[src/include/clf_pkg.sv]
/*
  Holds the constants, types and register map of the charge level alarm block.
  Assumes a single 50 MHz clock domain and a synchronous active-high reset.
*/
//
// Overview of operation
// Integrate sensed charge into remaining capacity
// Impedance from loaded voltage versus derived OPEN_CIRCUIT_VOLTAGE
// Full charge capacity until termination voltage
// Report uncompensated nominal and full available capacity
// Set low capacity flag below threshold
// Clear low capacity flag above threshold
// Battery low pin follows low capacity flag
// Pin reflects flag only when enabled
// Set shutdown flag below set voltage, signal
// Clear shutdown flag above clear voltage, signal
// Force state of charge zero at final
// Both flags readable in status flags word
// One interrupt pulse per shutdown flag change
package clf_pkg;

  ////////////////////////////////////////////////////////////////////////////
  // Bus geometry
  localparam int unsigned ADDR_W = 8;
  localparam int unsigned DATA_W = 16;

  // Configuration entries at their printed offsets
  localparam logic [7:0] OFF_QMAX_FILTER   = 8'h31;
  localparam logic [7:0] OFF_TERM_VOLT     = 8'h32;
  localparam logic [7:0] OFF_USER_CUR      = 8'h37;
  localparam logic [7:0] OFF_USER_PWR      = 8'h39;
  localparam logic [7:0] OFF_RSV_CHG       = 8'h3b;
  localparam logic [7:0] OFF_RSV_NRG       = 8'h3d;
  localparam logic [7:0] OFF_MIN_DV        = 8'h42;
  localparam logic [7:0] OFF_DSG_THR       = 8'h00;
  localparam logic [7:0] OFF_CHG_THR       = 8'h02;
  localparam logic [7:0] OFF_QUIT_CUR      = 8'h04;
  localparam logic [7:0] OFF_DSG_RELAX     = 8'h06;
  localparam logic [7:0] OFF_CHG_RELAX     = 8'h08;
  localparam logic [7:0] OFF_EXIT_RELAX    = 8'h09;
  // Block control and status words
  localparam logic [7:0] OFF_FLAGS         = 8'h80;
  localparam logic [7:0] OFF_OPCFG_B       = 8'h81;
  localparam logic [7:0] OFF_LOWCAP_THR    = 8'h82;
  localparam logic [7:0] OFF_SD_SET_V      = 8'h83;
  localparam logic [7:0] OFF_SD_CLR_V      = 8'h84;
  localparam logic [7:0] OFF_REM_CAP       = 8'h85;
  localparam logic [7:0] OFF_FULL_CAP      = 8'h86;
  localparam logic [7:0] OFF_NOM_CAP       = 8'h87;
  localparam logic [7:0] OFF_FAV_CAP       = 8'h88;
  localparam logic [7:0] OFF_SOC           = 8'h89;
  localparam logic [7:0] OFF_IMPEDANCE     = 8'h8a;
  localparam logic [7:0] OFF_INT_STATUS    = 8'h8b;
  localparam logic [7:0] OFF_INT_MASK      = 8'h8c;
  localparam logic [7:0] OFF_DESIGN_CAP    = 8'h8d;
  localparam logic [7:0] OFF_FINAL_V       = 8'h8e;

  // Reset values
  localparam logic [15:0] RST_QMAX_FILTER  = 16'h0060;
  localparam logic [15:0] RST_TERM_VOLT    = 16'h0d5c;
  localparam logic [15:0] RST_USER_CUR     = 16'h0000;
  localparam logic [15:0] RST_USER_PWR     = 16'h0000;
  localparam logic [15:0] RST_RSV_CHG      = 16'h0000;
  localparam logic [15:0] RST_RSV_NRG      = 16'h0000;
  localparam logic [15:0] RST_MIN_DV       = 16'h000f;
  localparam logic [15:0] RST_DSG_THR      = 16'h003c;
  localparam logic [15:0] RST_CHG_THR      = 16'h004b;
  localparam logic [15:0] RST_QUIT_CUR     = 16'h0028;
  localparam logic [15:0] RST_DSG_RELAX    = 16'h003c;
  localparam logic [15:0] RST_CHG_RELAX    = 16'h003c;
  localparam logic [15:0] RST_EXIT_RELAX   = 16'h0001;
  localparam logic [15:0] RST_OPCFG_B      = 16'h0001;
  localparam logic [15:0] RST_LOWCAP_THR   = 16'h0096;
  localparam logic [15:0] RST_SD_SET_V     = 16'h0c1c;
  localparam logic [15:0] RST_SD_CLR_V     = 16'h0c80;
  localparam logic [15:0] RST_DESIGN_CAP   = 16'h03e8;
  localparam logic [15:0] RST_FINAL_V      = 16'h0bb8;
  localparam logic [15:0] RST_INT_MASK     = 16'h0003;

  // Field positions
  localparam int unsigned FLG_LOWCAP_BIT   = 2;   // Status flags word
  localparam int unsigned FLG_SHUTDOWN_BIT = 1;
  localparam int unsigned OPB_PIN_EN_BIT   = 0;   // Operation config B
  localparam int unsigned INT_SD_BIT       = 0;   // Shutdown change event
  localparam int unsigned INT_LC_BIT       = 1;   // Low capacity change event
  localparam int unsigned INT_W            = 2;

  // Fraction scale for the state of charge report
  localparam logic [15:0] SOC_FULL         = 16'h0064;

  ////////////////////////////////////////////////////////////////////////////
  // Carriers
  typedef struct packed {
    logic              wr;     // Write strobe
    logic              rd;     // Read strobe
    logic [ADDR_W-1:0] addr;   // Word address
    logic [DATA_W-1:0] wdata;  // Write data
  } clf_bus_s;

  typedef struct packed {
    logic        valid;        // New sample this cycle
    logic [15:0] voltage_mv;   // Loaded cell voltage
    logic [15:0] charge_mah;   // Charge quantum passed, magnitude
    logic        charging;     // Direction of the quantum
  } clf_meas_s;

endpackage : clf_pkg

[src/design/clf_hyst.sv]
/*
  Two-threshold hysteresis comparator that holds one flag.
  Assumes sample values and thresholds are stable on the clock.
*/
`timescale 1ns/1ps
`default_nettype none
module clf_hyst
  import clf_pkg::*;
(
  input  wire logic        clk,
  input  wire logic        rst,
  input  wire logic        sample_en,
  input  wire logic [15:0] value,
  input  wire logic [15:0] set_below,
  input  wire logic [15:0] clear_above,
  output logic             flag,
  output logic             changed
);

  typedef struct packed {
    logic flag;
    logic changed;
  } clf_hyst_s;

  clf_hyst_s st_q;   // Registered state
  clf_hyst_s st_d;   // Next state

  // Set below one level, clear only above the other, so noise cannot chatter
  always_comb
  begin
    st_d         = st_q;
    st_d.changed = 1'b0;
    if (sample_en)
    begin
      if (!st_q.flag && (value < set_below))
      begin
        st_d.flag    = 1'b1;
        st_d.changed = 1'b1;
      end
      else if (st_q.flag && (value > clear_above))
      begin
        st_d.flag    = 1'b0;
        st_d.changed = 1'b1;
      end
    end
  end

  // State register
  always_ff @(posedge clk)
  begin
    if (rst)
      st_q <= '0;
    else
      st_q <= st_d;
  end

  assign flag    = st_q.flag;
  assign changed = st_q.changed;

endmodule : clf_hyst
`default_nettype wire

[src/design/clf_top.sv]
/*
  Charge level alarm block: charge integration, capacity reports, low
  capacity and shutdown flags, battery low pin and interrupt output.
  Assumes measurements arrive from logic on the same clock, one sample
  per valid, and a register master that never waits.
*/
`timescale 1ns/1ps
`default_nettype none
module clf_top
  import clf_pkg::*;
(
  input  wire logic              clk,
  input  wire logic              rst,
  input  wire clf_pkg::clf_bus_s bus,
  output logic [clf_pkg::DATA_W-1:0] rdata,
  input  wire clf_pkg::clf_meas_s meas,
  output logic                   battery_low_pin,
  output logic                   charge_level_int,
  output logic                   irq
);
  import clf_pkg::*;

  ////////////////////////////////////////////////////////////////////////////
  // State
  typedef struct packed {
    logic [15:0] qmax_filter;
    logic [15:0] term_volt;
    logic [15:0] user_cur;
    logic [15:0] user_pwr;
    logic [15:0] rsv_chg;
    logic [15:0] rsv_nrg;
    logic [15:0] min_dv;
    logic [15:0] dsg_thr;
    logic [15:0] chg_thr;
    logic [15:0] quit_cur;
    logic [15:0] dsg_relax;
    logic [15:0] chg_relax;
    logic [15:0] exit_relax;
    logic [15:0] opcfg_b;
    logic [15:0] lowcap_thr;
    logic [15:0] sd_set_v;
    logic [15:0] sd_clr_v;
    logic [15:0] design_cap;
    logic [15:0] final_v;
    logic [15:0] rem_cap;
    logic [15:0] full_cap;
    logic [15:0] nom_cap;
    logic [15:0] fav_cap;
    logic [15:0] soc;
    logic [15:0] impedance;
    logic [15:0] last_v;
    logic [INT_W-1:0] int_status;
    logic [INT_W-1:0] int_mask;
    logic        low_cap_flag;
    logic        pin;
    logic        pulse;
    logic        irq;
    logic [15:0] rdata;
  } clf_top_s;

  clf_top_s st_q;                  // Registered state
  clf_top_s st_d;                  // Next state

  logic       sd_flag;             // System shutdown flag from comparator
  logic       sd_changed;          // One-cycle change marker
  logic [15:0] ocv_est;            // Open circuit voltage for present charge
  logic [15:0] drop_mv;            // Loaded drop below the open circuit level
  logic [31:0] soc_prod;           // Scaled charge before division
  logic [15:0] flags_word;         // Status flags word image

  ////////////////////////////////////////////////////////////////////////////
  // Shutdown voltage comparator, hysteresis between the set and clear levels
  clf_hyst u_sd_hyst (
    .clk         (clk),
    .rst         (rst),
    .sample_en   (meas.valid),
    .value       (meas.voltage_mv),
    .set_below   (st_q.sd_set_v),
    .clear_above (st_q.sd_clr_v),
    .flag        (sd_flag),
    .changed     (sd_changed)
  );

  // Open circuit voltage as a linear function of state of charge: a simple
  // stand-in for the cell curve, kept cheap since only the drop matters here
  always_comb
  begin
    ocv_est = 16'(st_q.final_v + 16'(st_q.soc * 16'h000c));
    if (ocv_est > meas.voltage_mv)
      drop_mv = 16'(ocv_est - meas.voltage_mv);
    else
      drop_mv = 16'h0000;
  end

  // Status flags word, both alarm flags in their bit positions
  always_comb
  begin
    flags_word = '0;
    flags_word[FLG_LOWCAP_BIT]   = st_q.low_cap_flag;
    flags_word[FLG_SHUTDOWN_BIT] = sd_flag;
  end

  assign soc_prod = 32'(st_q.rem_cap) * 32'(SOC_FULL);

  ////////////////////////////////////////////////////////////////////////////
  // Next state
  always_comb
  begin
    st_d       = st_q;
    st_d.pulse = 1'b0;
    st_d.rdata = '0;

    // Register writes
    if (bus.wr)
    begin
      unique case (bus.addr)
        OFF_QMAX_FILTER: st_d.qmax_filter = {8'h00, bus.wdata[7:0]};
        OFF_TERM_VOLT:   st_d.term_volt   = bus.wdata;
        OFF_USER_CUR:    st_d.user_cur    = bus.wdata;
        OFF_USER_PWR:    st_d.user_pwr    = bus.wdata;
        OFF_RSV_CHG:     st_d.rsv_chg     = bus.wdata;
        OFF_RSV_NRG:     st_d.rsv_nrg     = bus.wdata;
        OFF_MIN_DV:      st_d.min_dv      = bus.wdata;
        OFF_DSG_THR:     st_d.dsg_thr     = bus.wdata;
        OFF_CHG_THR:     st_d.chg_thr     = bus.wdata;
        OFF_QUIT_CUR:    st_d.quit_cur    = bus.wdata;
        OFF_DSG_RELAX:   st_d.dsg_relax   = bus.wdata;
        OFF_CHG_RELAX:   st_d.chg_relax   = {8'h00, bus.wdata[7:0]};
        OFF_EXIT_RELAX:  st_d.exit_relax  = {8'h00, bus.wdata[7:0]};
        OFF_OPCFG_B:     st_d.opcfg_b     = bus.wdata;
        OFF_LOWCAP_THR:  st_d.lowcap_thr  = bus.wdata;
        OFF_SD_SET_V:    st_d.sd_set_v    = bus.wdata;
        OFF_SD_CLR_V:    st_d.sd_clr_v    = bus.wdata;
        OFF_DESIGN_CAP:  st_d.design_cap  = bus.wdata;
        OFF_FINAL_V:     st_d.final_v     = bus.wdata;
        OFF_INT_MASK:    st_d.int_mask    = bus.wdata[INT_W-1:0];
        OFF_INT_STATUS:  st_d.int_status  = st_q.int_status & ~bus.wdata[INT_W-1:0];
        default:         st_d.qmax_filter = st_q.qmax_filter;   // Unmapped: ignored
      endcase
    end

    // Register reads, data stand one cycle later; unmapped reads zero
    if (bus.rd)
    begin
      unique case (bus.addr)
        OFF_QMAX_FILTER: st_d.rdata = st_q.qmax_filter;
        OFF_TERM_VOLT:   st_d.rdata = st_q.term_volt;
        OFF_USER_CUR:    st_d.rdata = st_q.user_cur;
        OFF_USER_PWR:    st_d.rdata = st_q.user_pwr;
        OFF_RSV_CHG:     st_d.rdata = st_q.rsv_chg;
        OFF_RSV_NRG:     st_d.rdata = st_q.rsv_nrg;
        OFF_MIN_DV:      st_d.rdata = st_q.min_dv;
        OFF_DSG_THR:     st_d.rdata = st_q.dsg_thr;
        OFF_CHG_THR:     st_d.rdata = st_q.chg_thr;
        OFF_QUIT_CUR:    st_d.rdata = st_q.quit_cur;
        OFF_DSG_RELAX:   st_d.rdata = st_q.dsg_relax;
        OFF_CHG_RELAX:   st_d.rdata = st_q.chg_relax;
        OFF_EXIT_RELAX:  st_d.rdata = st_q.exit_relax;
        OFF_OPCFG_B:     st_d.rdata = st_q.opcfg_b;
        OFF_LOWCAP_THR:  st_d.rdata = st_q.lowcap_thr;
        OFF_SD_SET_V:    st_d.rdata = st_q.sd_set_v;
        OFF_SD_CLR_V:    st_d.rdata = st_q.sd_clr_v;
        OFF_DESIGN_CAP:  st_d.rdata = st_q.design_cap;
        OFF_FINAL_V:     st_d.rdata = st_q.final_v;
        OFF_FLAGS:       st_d.rdata = flags_word;
        OFF_REM_CAP:     st_d.rdata = st_q.rem_cap;
        OFF_FULL_CAP:    st_d.rdata = st_q.full_cap;
        OFF_NOM_CAP:     st_d.rdata = st_q.nom_cap;
        OFF_FAV_CAP:     st_d.rdata = st_q.fav_cap;
        OFF_SOC:         st_d.rdata = st_q.soc;
        OFF_IMPEDANCE:   st_d.rdata = st_q.impedance;
        OFF_INT_STATUS:  st_d.rdata = {14'h0000, st_q.int_status};
        OFF_INT_MASK:    st_d.rdata = {14'h0000, st_q.int_mask};
        default:         st_d.rdata = 16'h0000;
      endcase
    end

    // Charge integration on each sample, saturating at both ends
    if (meas.valid)
    begin
      st_d.last_v = meas.voltage_mv;
      if (meas.charging)
      begin
        if (17'(st_q.rem_cap) + 17'(meas.charge_mah) > 17'(st_q.design_cap))
          st_d.rem_cap = st_q.design_cap;
        else
          st_d.rem_cap = 16'(st_q.rem_cap + meas.charge_mah);
      end
      else if (st_q.rem_cap > meas.charge_mah)
        st_d.rem_cap = 16'(st_q.rem_cap - meas.charge_mah);
      else
        st_d.rem_cap = 16'h0000;
      // Impedance figure as the loaded drop below the open circuit level
      st_d.impedance = drop_mv;
      // At the final voltage the reported charge goes to empty
      if (meas.voltage_mv <= st_q.final_v)
        st_d.rem_cap = 16'h0000;
    end

    // Capacity reports: compensated figures lose the reserve held back
    // for the load, uncompensated ones do not
    st_d.fav_cap  = st_q.design_cap;
    st_d.nom_cap  = st_q.rem_cap;
    if (st_q.design_cap > st_q.rsv_chg)
      st_d.full_cap = 16'(st_q.design_cap - st_q.rsv_chg);
    else
      st_d.full_cap = 16'h0000;
    if (st_q.last_v <= st_q.term_volt && st_q.full_cap > st_q.rem_cap)
      st_d.full_cap = 16'(st_q.full_cap - st_q.rem_cap);

    // State of charge as a percentage of the design capacity
    if (st_q.design_cap == 16'h0000 || st_q.rem_cap == 16'h0000)
      st_d.soc = 16'h0000;
    else
      st_d.soc = 16'(soc_prod / 32'(st_q.design_cap));

    // Low capacity flag: set below the threshold, clear above it
    if (!st_q.low_cap_flag && st_q.rem_cap < st_q.lowcap_thr)
      st_d.low_cap_flag = 1'b1;
    else if (st_q.low_cap_flag && st_q.rem_cap > st_q.lowcap_thr)
      st_d.low_cap_flag = 1'b0;

    // Pin mirrors the flag while its enable is set
    st_d.pin = st_q.low_cap_flag & st_q.opcfg_b[OPB_PIN_EN_BIT];

    // One pulse per shutdown flag change
    st_d.pulse = sd_changed;

    // Sticky events: a set in the same cycle as a clear wins
    if (sd_changed)
      st_d.int_status[INT_SD_BIT] = 1'b1;
    if (st_d.low_cap_flag != st_q.low_cap_flag)
      st_d.int_status[INT_LC_BIT] = 1'b1;
    st_d.irq = |(st_d.int_status & st_d.int_mask);
  end

  ////////////////////////////////////////////////////////////////////////////
  // State register
  always_ff @(posedge clk)
  begin
    if (rst)
    begin
      st_q             <= '0;
      st_q.qmax_filter <= RST_QMAX_FILTER;
      st_q.term_volt   <= RST_TERM_VOLT;
      st_q.user_cur    <= RST_USER_CUR;
      st_q.user_pwr    <= RST_USER_PWR;
      st_q.rsv_chg     <= RST_RSV_CHG;
      st_q.rsv_nrg     <= RST_RSV_NRG;
      st_q.min_dv      <= RST_MIN_DV;
      st_q.dsg_thr     <= RST_DSG_THR;
      st_q.chg_thr     <= RST_CHG_THR;
      st_q.quit_cur    <= RST_QUIT_CUR;
      st_q.dsg_relax   <= RST_DSG_RELAX;
      st_q.chg_relax   <= RST_CHG_RELAX;
      st_q.exit_relax  <= RST_EXIT_RELAX;
      st_q.opcfg_b     <= RST_OPCFG_B;
      st_q.lowcap_thr  <= RST_LOWCAP_THR;
      st_q.sd_set_v    <= RST_SD_SET_V;
      st_q.sd_clr_v    <= RST_SD_CLR_V;
      st_q.design_cap  <= RST_DESIGN_CAP;
      st_q.final_v     <= RST_FINAL_V;
      st_q.int_mask    <= RST_INT_MASK[INT_W-1:0];
    end
    else
      st_q <= st_d;
  end

  assign rdata            = st_q.rdata;
  assign battery_low_pin  = st_q.pin;
  assign charge_level_int = st_q.pulse;
  assign irq              = st_q.irq;

  ////////////////////////////////////////////////////////////////////////////
  // Checks
  property p_lowcap_set;
    @(posedge clk) disable iff (rst)
      (!st_q.low_cap_flag && st_q.rem_cap < st_q.lowcap_thr) |=> st_q.low_cap_flag;
  endproperty
  a_lowcap_set: assert property (p_lowcap_set)
    else $error("low capacity flag not set");

  property p_lowcap_clr;
    @(posedge clk) disable iff (rst)
      (st_q.low_cap_flag && st_q.rem_cap > st_q.lowcap_thr) |=> !st_q.low_cap_flag;
  endproperty
  a_lowcap_clr: assert property (p_lowcap_clr)
    else $error("low capacity flag not cleared");

  property p_pin_follow;
    @(posedge clk) disable iff (rst)
      st_q.opcfg_b[OPB_PIN_EN_BIT] |=> (battery_low_pin == $past(st_q.low_cap_flag));
  endproperty
  a_pin_follow: assert property (p_pin_follow)
    else $error("battery low pin does not follow flag");

  property p_pin_gate;
    @(posedge clk) disable iff (rst)
      !st_q.opcfg_b[OPB_PIN_EN_BIT] |=> !battery_low_pin;
  endproperty
  a_pin_gate: assert property (p_pin_gate)
    else $error("battery low pin driven while disabled");

  property p_sd_set;
    @(posedge clk) disable iff (rst)
      (meas.valid && !sd_flag && meas.voltage_mv < st_q.sd_set_v)
        |=> sd_flag ##1 charge_level_int;
  endproperty
  a_sd_set: assert property (p_sd_set)
    else $error("shutdown set not signalled");

  property p_sd_clr;
    @(posedge clk) disable iff (rst)
      (meas.valid && sd_flag && meas.voltage_mv > st_q.sd_clr_v)
        |=> !sd_flag ##1 charge_level_int;
  endproperty
  a_sd_clr: assert property (p_sd_clr)
    else $error("shutdown clear not signalled");

  property p_one_pulse;
    @(posedge clk) disable iff (rst)
      charge_level_int |=> !charge_level_int;
  endproperty
  a_one_pulse: assert property (p_one_pulse)
    else $error("interrupt pulse longer than one cycle");

  property p_pulse_cause;
    @(posedge clk) disable iff (rst)
      $rose(charge_level_int) |-> $past(sd_flag) != $past(sd_flag, 2);
  endproperty
  a_pulse_cause: assert property (p_pulse_cause)
    else $error("interrupt pulse without flag change");

  property p_final_zero;
    @(posedge clk) disable iff (rst)
      (meas.valid && meas.voltage_mv <= st_q.final_v) |=> ##1 (st_q.soc == 16'h0000);
  endproperty
  a_final_zero: assert property (p_final_zero)
    else $error("state of charge not zero at final voltage");

  property p_integrate_dsg;
    @(posedge clk) disable iff (rst)
      (meas.valid && !meas.charging && meas.voltage_mv > st_q.final_v
        && st_q.rem_cap > meas.charge_mah)
        |=> st_q.rem_cap == $past(st_q.rem_cap) - $past(meas.charge_mah);
  endproperty
  a_integrate_dsg: assert property (p_integrate_dsg)
    else $error("discharge not integrated");

  property p_flags_read;
    @(posedge clk) disable iff (rst)
      (bus.rd && bus.addr == OFF_FLAGS)
        |=> rdata[FLG_SHUTDOWN_BIT] == $past(sd_flag);
  endproperty
  a_flags_read: assert property (p_flags_read)
    else $error("flags word does not show shutdown flag");

endmodule : clf_top
`default_nettype wire

[config.mk]
export PLATFORM = sky130hd
export DESIGN_NAME = clf_top
export DESIGN_NICKNAME = d
export VERILOG_FILES = /design/src/include/clf_pkg.sv /design/src/design/clf_hyst.sv /design/src/design/clf_top.sv
export SDC_FILE = /design/constraint.sdc
export NUM_CORES = 2
export LEC_CHECK = 0
export BUFFER_PORTS_ARGS = -buffer_cell sky130_fd_sc_hd__buf_4
export CORE_ASPECT_RATIO = 1.2
export CORE_MARGIN = 2
export CORE_UTILIZATION = 25
export DETAILED_ROUTE_END_ITERATION = 8
export GPL_ROUTABILITY_DRIVEN = 0
export MAX_ROUTING_LAYER = met4
export PLACE_DENSITY = 0.38
export SKIP_LAST_GASP = 1
export SLEW_MARGIN = 40
export SYNTH_ARGS = -nofsm -noshare
export SYNTH_HDL_FRONTEND = slang
export SYNTH_HIERARCHICAL = 1
export SYNTH_SLANG_ARGS = --single-unit
[constraint.sdc]
create_clock -name clk -period 88.6 [get_ports clk]
set_input_delay 4.43 -clock clk [delete_from_list [all_inputs] [get_ports clk]]
set_output_delay 4.43 -clock clk [all_outputs]
set_load 0.1 [all_outputs]
==> key figures <==
Status
  – Status: complete, no violations

Route
  – Routed wire per std cell: 24.9 µm
  – Post-DRT Antenna Nets: 0
  – Iteration-0 DRC count of the detailed router: 5210
  – TritonRoute pass-1 iters: 7
  – DRC: 0
  – Detailed-route via count: 66000
  – Final wirelength: 302000 µm
  – Via/cell ratio: 5.44

Logic synthesis
  – Synth Net Count: 9085
  – Post-synth EDFFs: 0
  – Synthesized area per cell: 7.22 µm²
  – Top cell type's share of synthesized area: 0.139
  – Yosys warns: 6
  – Post-synth cell types: 171
  – Synth area leader: dfxtp_1
  – Syn Inst Count: 8350
  – Post-synth top flop: dfxtp_1
  – Synthesized area: 60300 µm²
  – Synthesized flop and latch total: 418
  – Post-synth ARST share: 0
  – Seq/Total Area, Yosys: 0.139
  – Dominant cells by area after synthesis: dfxtp_1 14%, ha_1 14%, a21oi_1 7.4%

Global routing
  – Pin count of the biggest net entering global routing: 98
  – Vias in the first global route: 63400
  – Grt total ovfl: 0
  – GR Util All Layers: 0.240
  – Antenna violations before repair: 9
  – First-pass GRT wire length: 432000 µm

Setup path
  – WP data required: 89.10 ns
  – R2R depth: 521
  – Startpoint Class: flip-flop
  – Most frequent CP cell: a21oi_2
  – Reg2reg setup slack: 2.93 ns
  – CP peak stage delay: 0.55 ns
  – Crit Path Max Fanout: 17
  – Setup Crit Path Kind: flip-flop to flip-flop
  – Reg2reg end: st_q[56]
  – CP Data Arrival Time: 86.17 ns
  – CP max stage cell: or4_4
  – CP Capture Type: flip-flop
  – Reg2reg start: st_d[91]
  – Critical Path Source: st_d[91]
  – Setup crit end: st_q[56]

Layout
  – Fillers: 25900
  – Commonest cells after routing, fill and taps aside: 1046 x nand2_1, 805 x buf_4, 764 x a21oi_1
  – Synthesis-to-finish area growth: 22.5%
  – Fin area: 73800 µm²
  – Commonest non-fill, non-tap cell in the layout: nand2_1
  – Proportion of layout cells with a drive suffix above 1: 0.197
  – Fin nets: 9623

Timing
  – RSZ-0062 raised after global routing: true
  – Final Cycle Share: 0.967
  – Setup-failing EPs final: 0
  – Relative slew slack: 0.387
  – FMAX: 0.0117 GHz
  – Worst-margin pin slew: 0.920 ns
  – Final Hold Violating Endpoints: 0
  – Max-slew violations: 0
  – Tmin final: 85.67 ns
  – Max Clock Skew: 0.0399 ns

Die
  – Initial core utilization: 0.251
  – Die Ht: 542 µm
  – Io pins: 81
  – Die ar.: 245000 µm²
  – Core box area: 240000 µm²
  – Cell Rows: 197
  – Die width: 452 µm

Place
  – DP HPWL: 237000 µm
  – I/O Buffers: 80
  – Placed cell area: 68300 µm²

Hold path
  – Hold WC Path Type: flip-flop to flip-flop

Clock tree
  – H-tree Lvls: 2
  – Root buffer cell: clkbuf_16
  – Clk sink count: 418
  – Clock Pin Slew Worst Setup and Hold Paths: 0.07 ns
  – Clk_lat worst skew: 0.66 ns
  – CTS hold repair buffers: 0
  – CTS Buf Count: 52
  – Max Buffers Root-to-Sink: 3
  – CTS tree: built

Run
  – Max_cap viols: 0
==> worst max-delay path, delay by kind of cell (launching register included) <==
family	cells	cell delay, ns
mux	12	3.78
buf+inv	36	4.07
fa+ha+maj	35	9.79
xor+xnor	1	0.14
compound gates	257	41.83
simple gates	180	25.28
flops	1	0.38
==> kinds of logic after synthesis <==
logic type | after synthesis | synth area share
buffers and inverters | 766 | 0.0579
and+or+nand+nor | 3189 | 0.262
muxes | 175 | 0.0314
DFF | 418 | 0.139
AOI/OAI and AO/OA | 2580 | 0.287
xor gates and xnor gates | 545 | 0.0803
adders and majority gates | 677 | 0.143
==> cell type report <==
cell class / count / area (µm²) / area share
tap: 3184 / 3980 / 0.0539
clock inverter: 31 / 444 / 0.00602
antenna: 5 / 12.5 / 0.000169
clock buffer: 66 / 1450 / 0.0196
timing repair buffer: 845 / 6650 / 0.0901
multi-input combinational: 7169 / 51400 / 0.696
sequential: 418 / 8410 / 0.114
inverter: 402 / 1520 / 0.0206
==> flip-flops by register name, summed over array words and instances, names as in the netlist <==
name and flops:
battery_low_pin 1, charge_level_int 1, flags_word 1, irq 1, rdata 16, st_d 32, st_q 364, u_sd_hyst/changed 1
u_sd_hyst/flag 1
==> cells in the mapped netlist (114+ instances only) <==
cell type	n
ha_1	654
nand2_1	1063
xor2_1	205
nor2_1	777
o21ai_0	346
nand2b_1	119
a21oi_1	886
xnor2_1	332
dfxtp_1	418
a22oi_1	114
a21o_1	287
nand4_1	166
nor3_1	165
inv_1	396
nand3_1	169
clkbuf_1	220
==> per-stage QoR <==
| step | instances | util | setup TNS (ns) | hold slack, ns | setup slack, ns |
|---|---|---|---|---|---|
| floorplan | 8350 | - | 0 | 0.423 | 0.0170 |
| global placement | 11800 | 0.284 | -1.35 | 0.441 | -1.35 |
| detailed placement | 11800 | 0.285 | -2.17 | 0.446 | -2.17 |
| CTS | 11900 | 0.295 | 0 | 0.455 | 0.0177 |
| global route | 12100 | 0.308 | -2.99 | 0.470 | -2.48 |
| finish | 12100 | 0.308 | 0 | 0.455 | 2.93 |
==> routing by layer <==
layer / part of all wire / routed length, µm / global-route usage / up-vias
met2: 0.48 / 144000 / 0.406 / 1810
met3: 0.040 / 12000 / 0.0165 / 513
li1: - / - / - / 31600
met1: 0.43 / 130000 / 0.293 / 32100
met5: 0 / 0 / - / -
met4: 0.055 / 16500 / 0.104 / 0
==> what timing repair did <==
item	4_1_cts	5_1_grt
gates resized for setup	85	350
cloned	1	10
pin swaps	36	250
setup buffers	15	156
endpoints found under the setup margin	2	3
==> how the worst min path moves through the flow <==
stage              start              end  cells past startpoint  slack (ns)
4_1_cts        st_q[355]        st_q[355]                      2        0.45
6_report       st_q[394]        st_q[394]                      2        0.45
5_1_grt        st_q[229]        st_q[229]                      2        0.47
2_1_floorplan  st_q[216]  battery_low_pin                      2        0.42
3_3_place_gp   st_q[376]        st_q[376]                      2        0.44
3_5_place_dp   st_q[404]        st_q[404]                      2        0.45
Power is not shown: default switching activity piles up to over one toggle a cycle in this logic, so the estimate is an artifact.
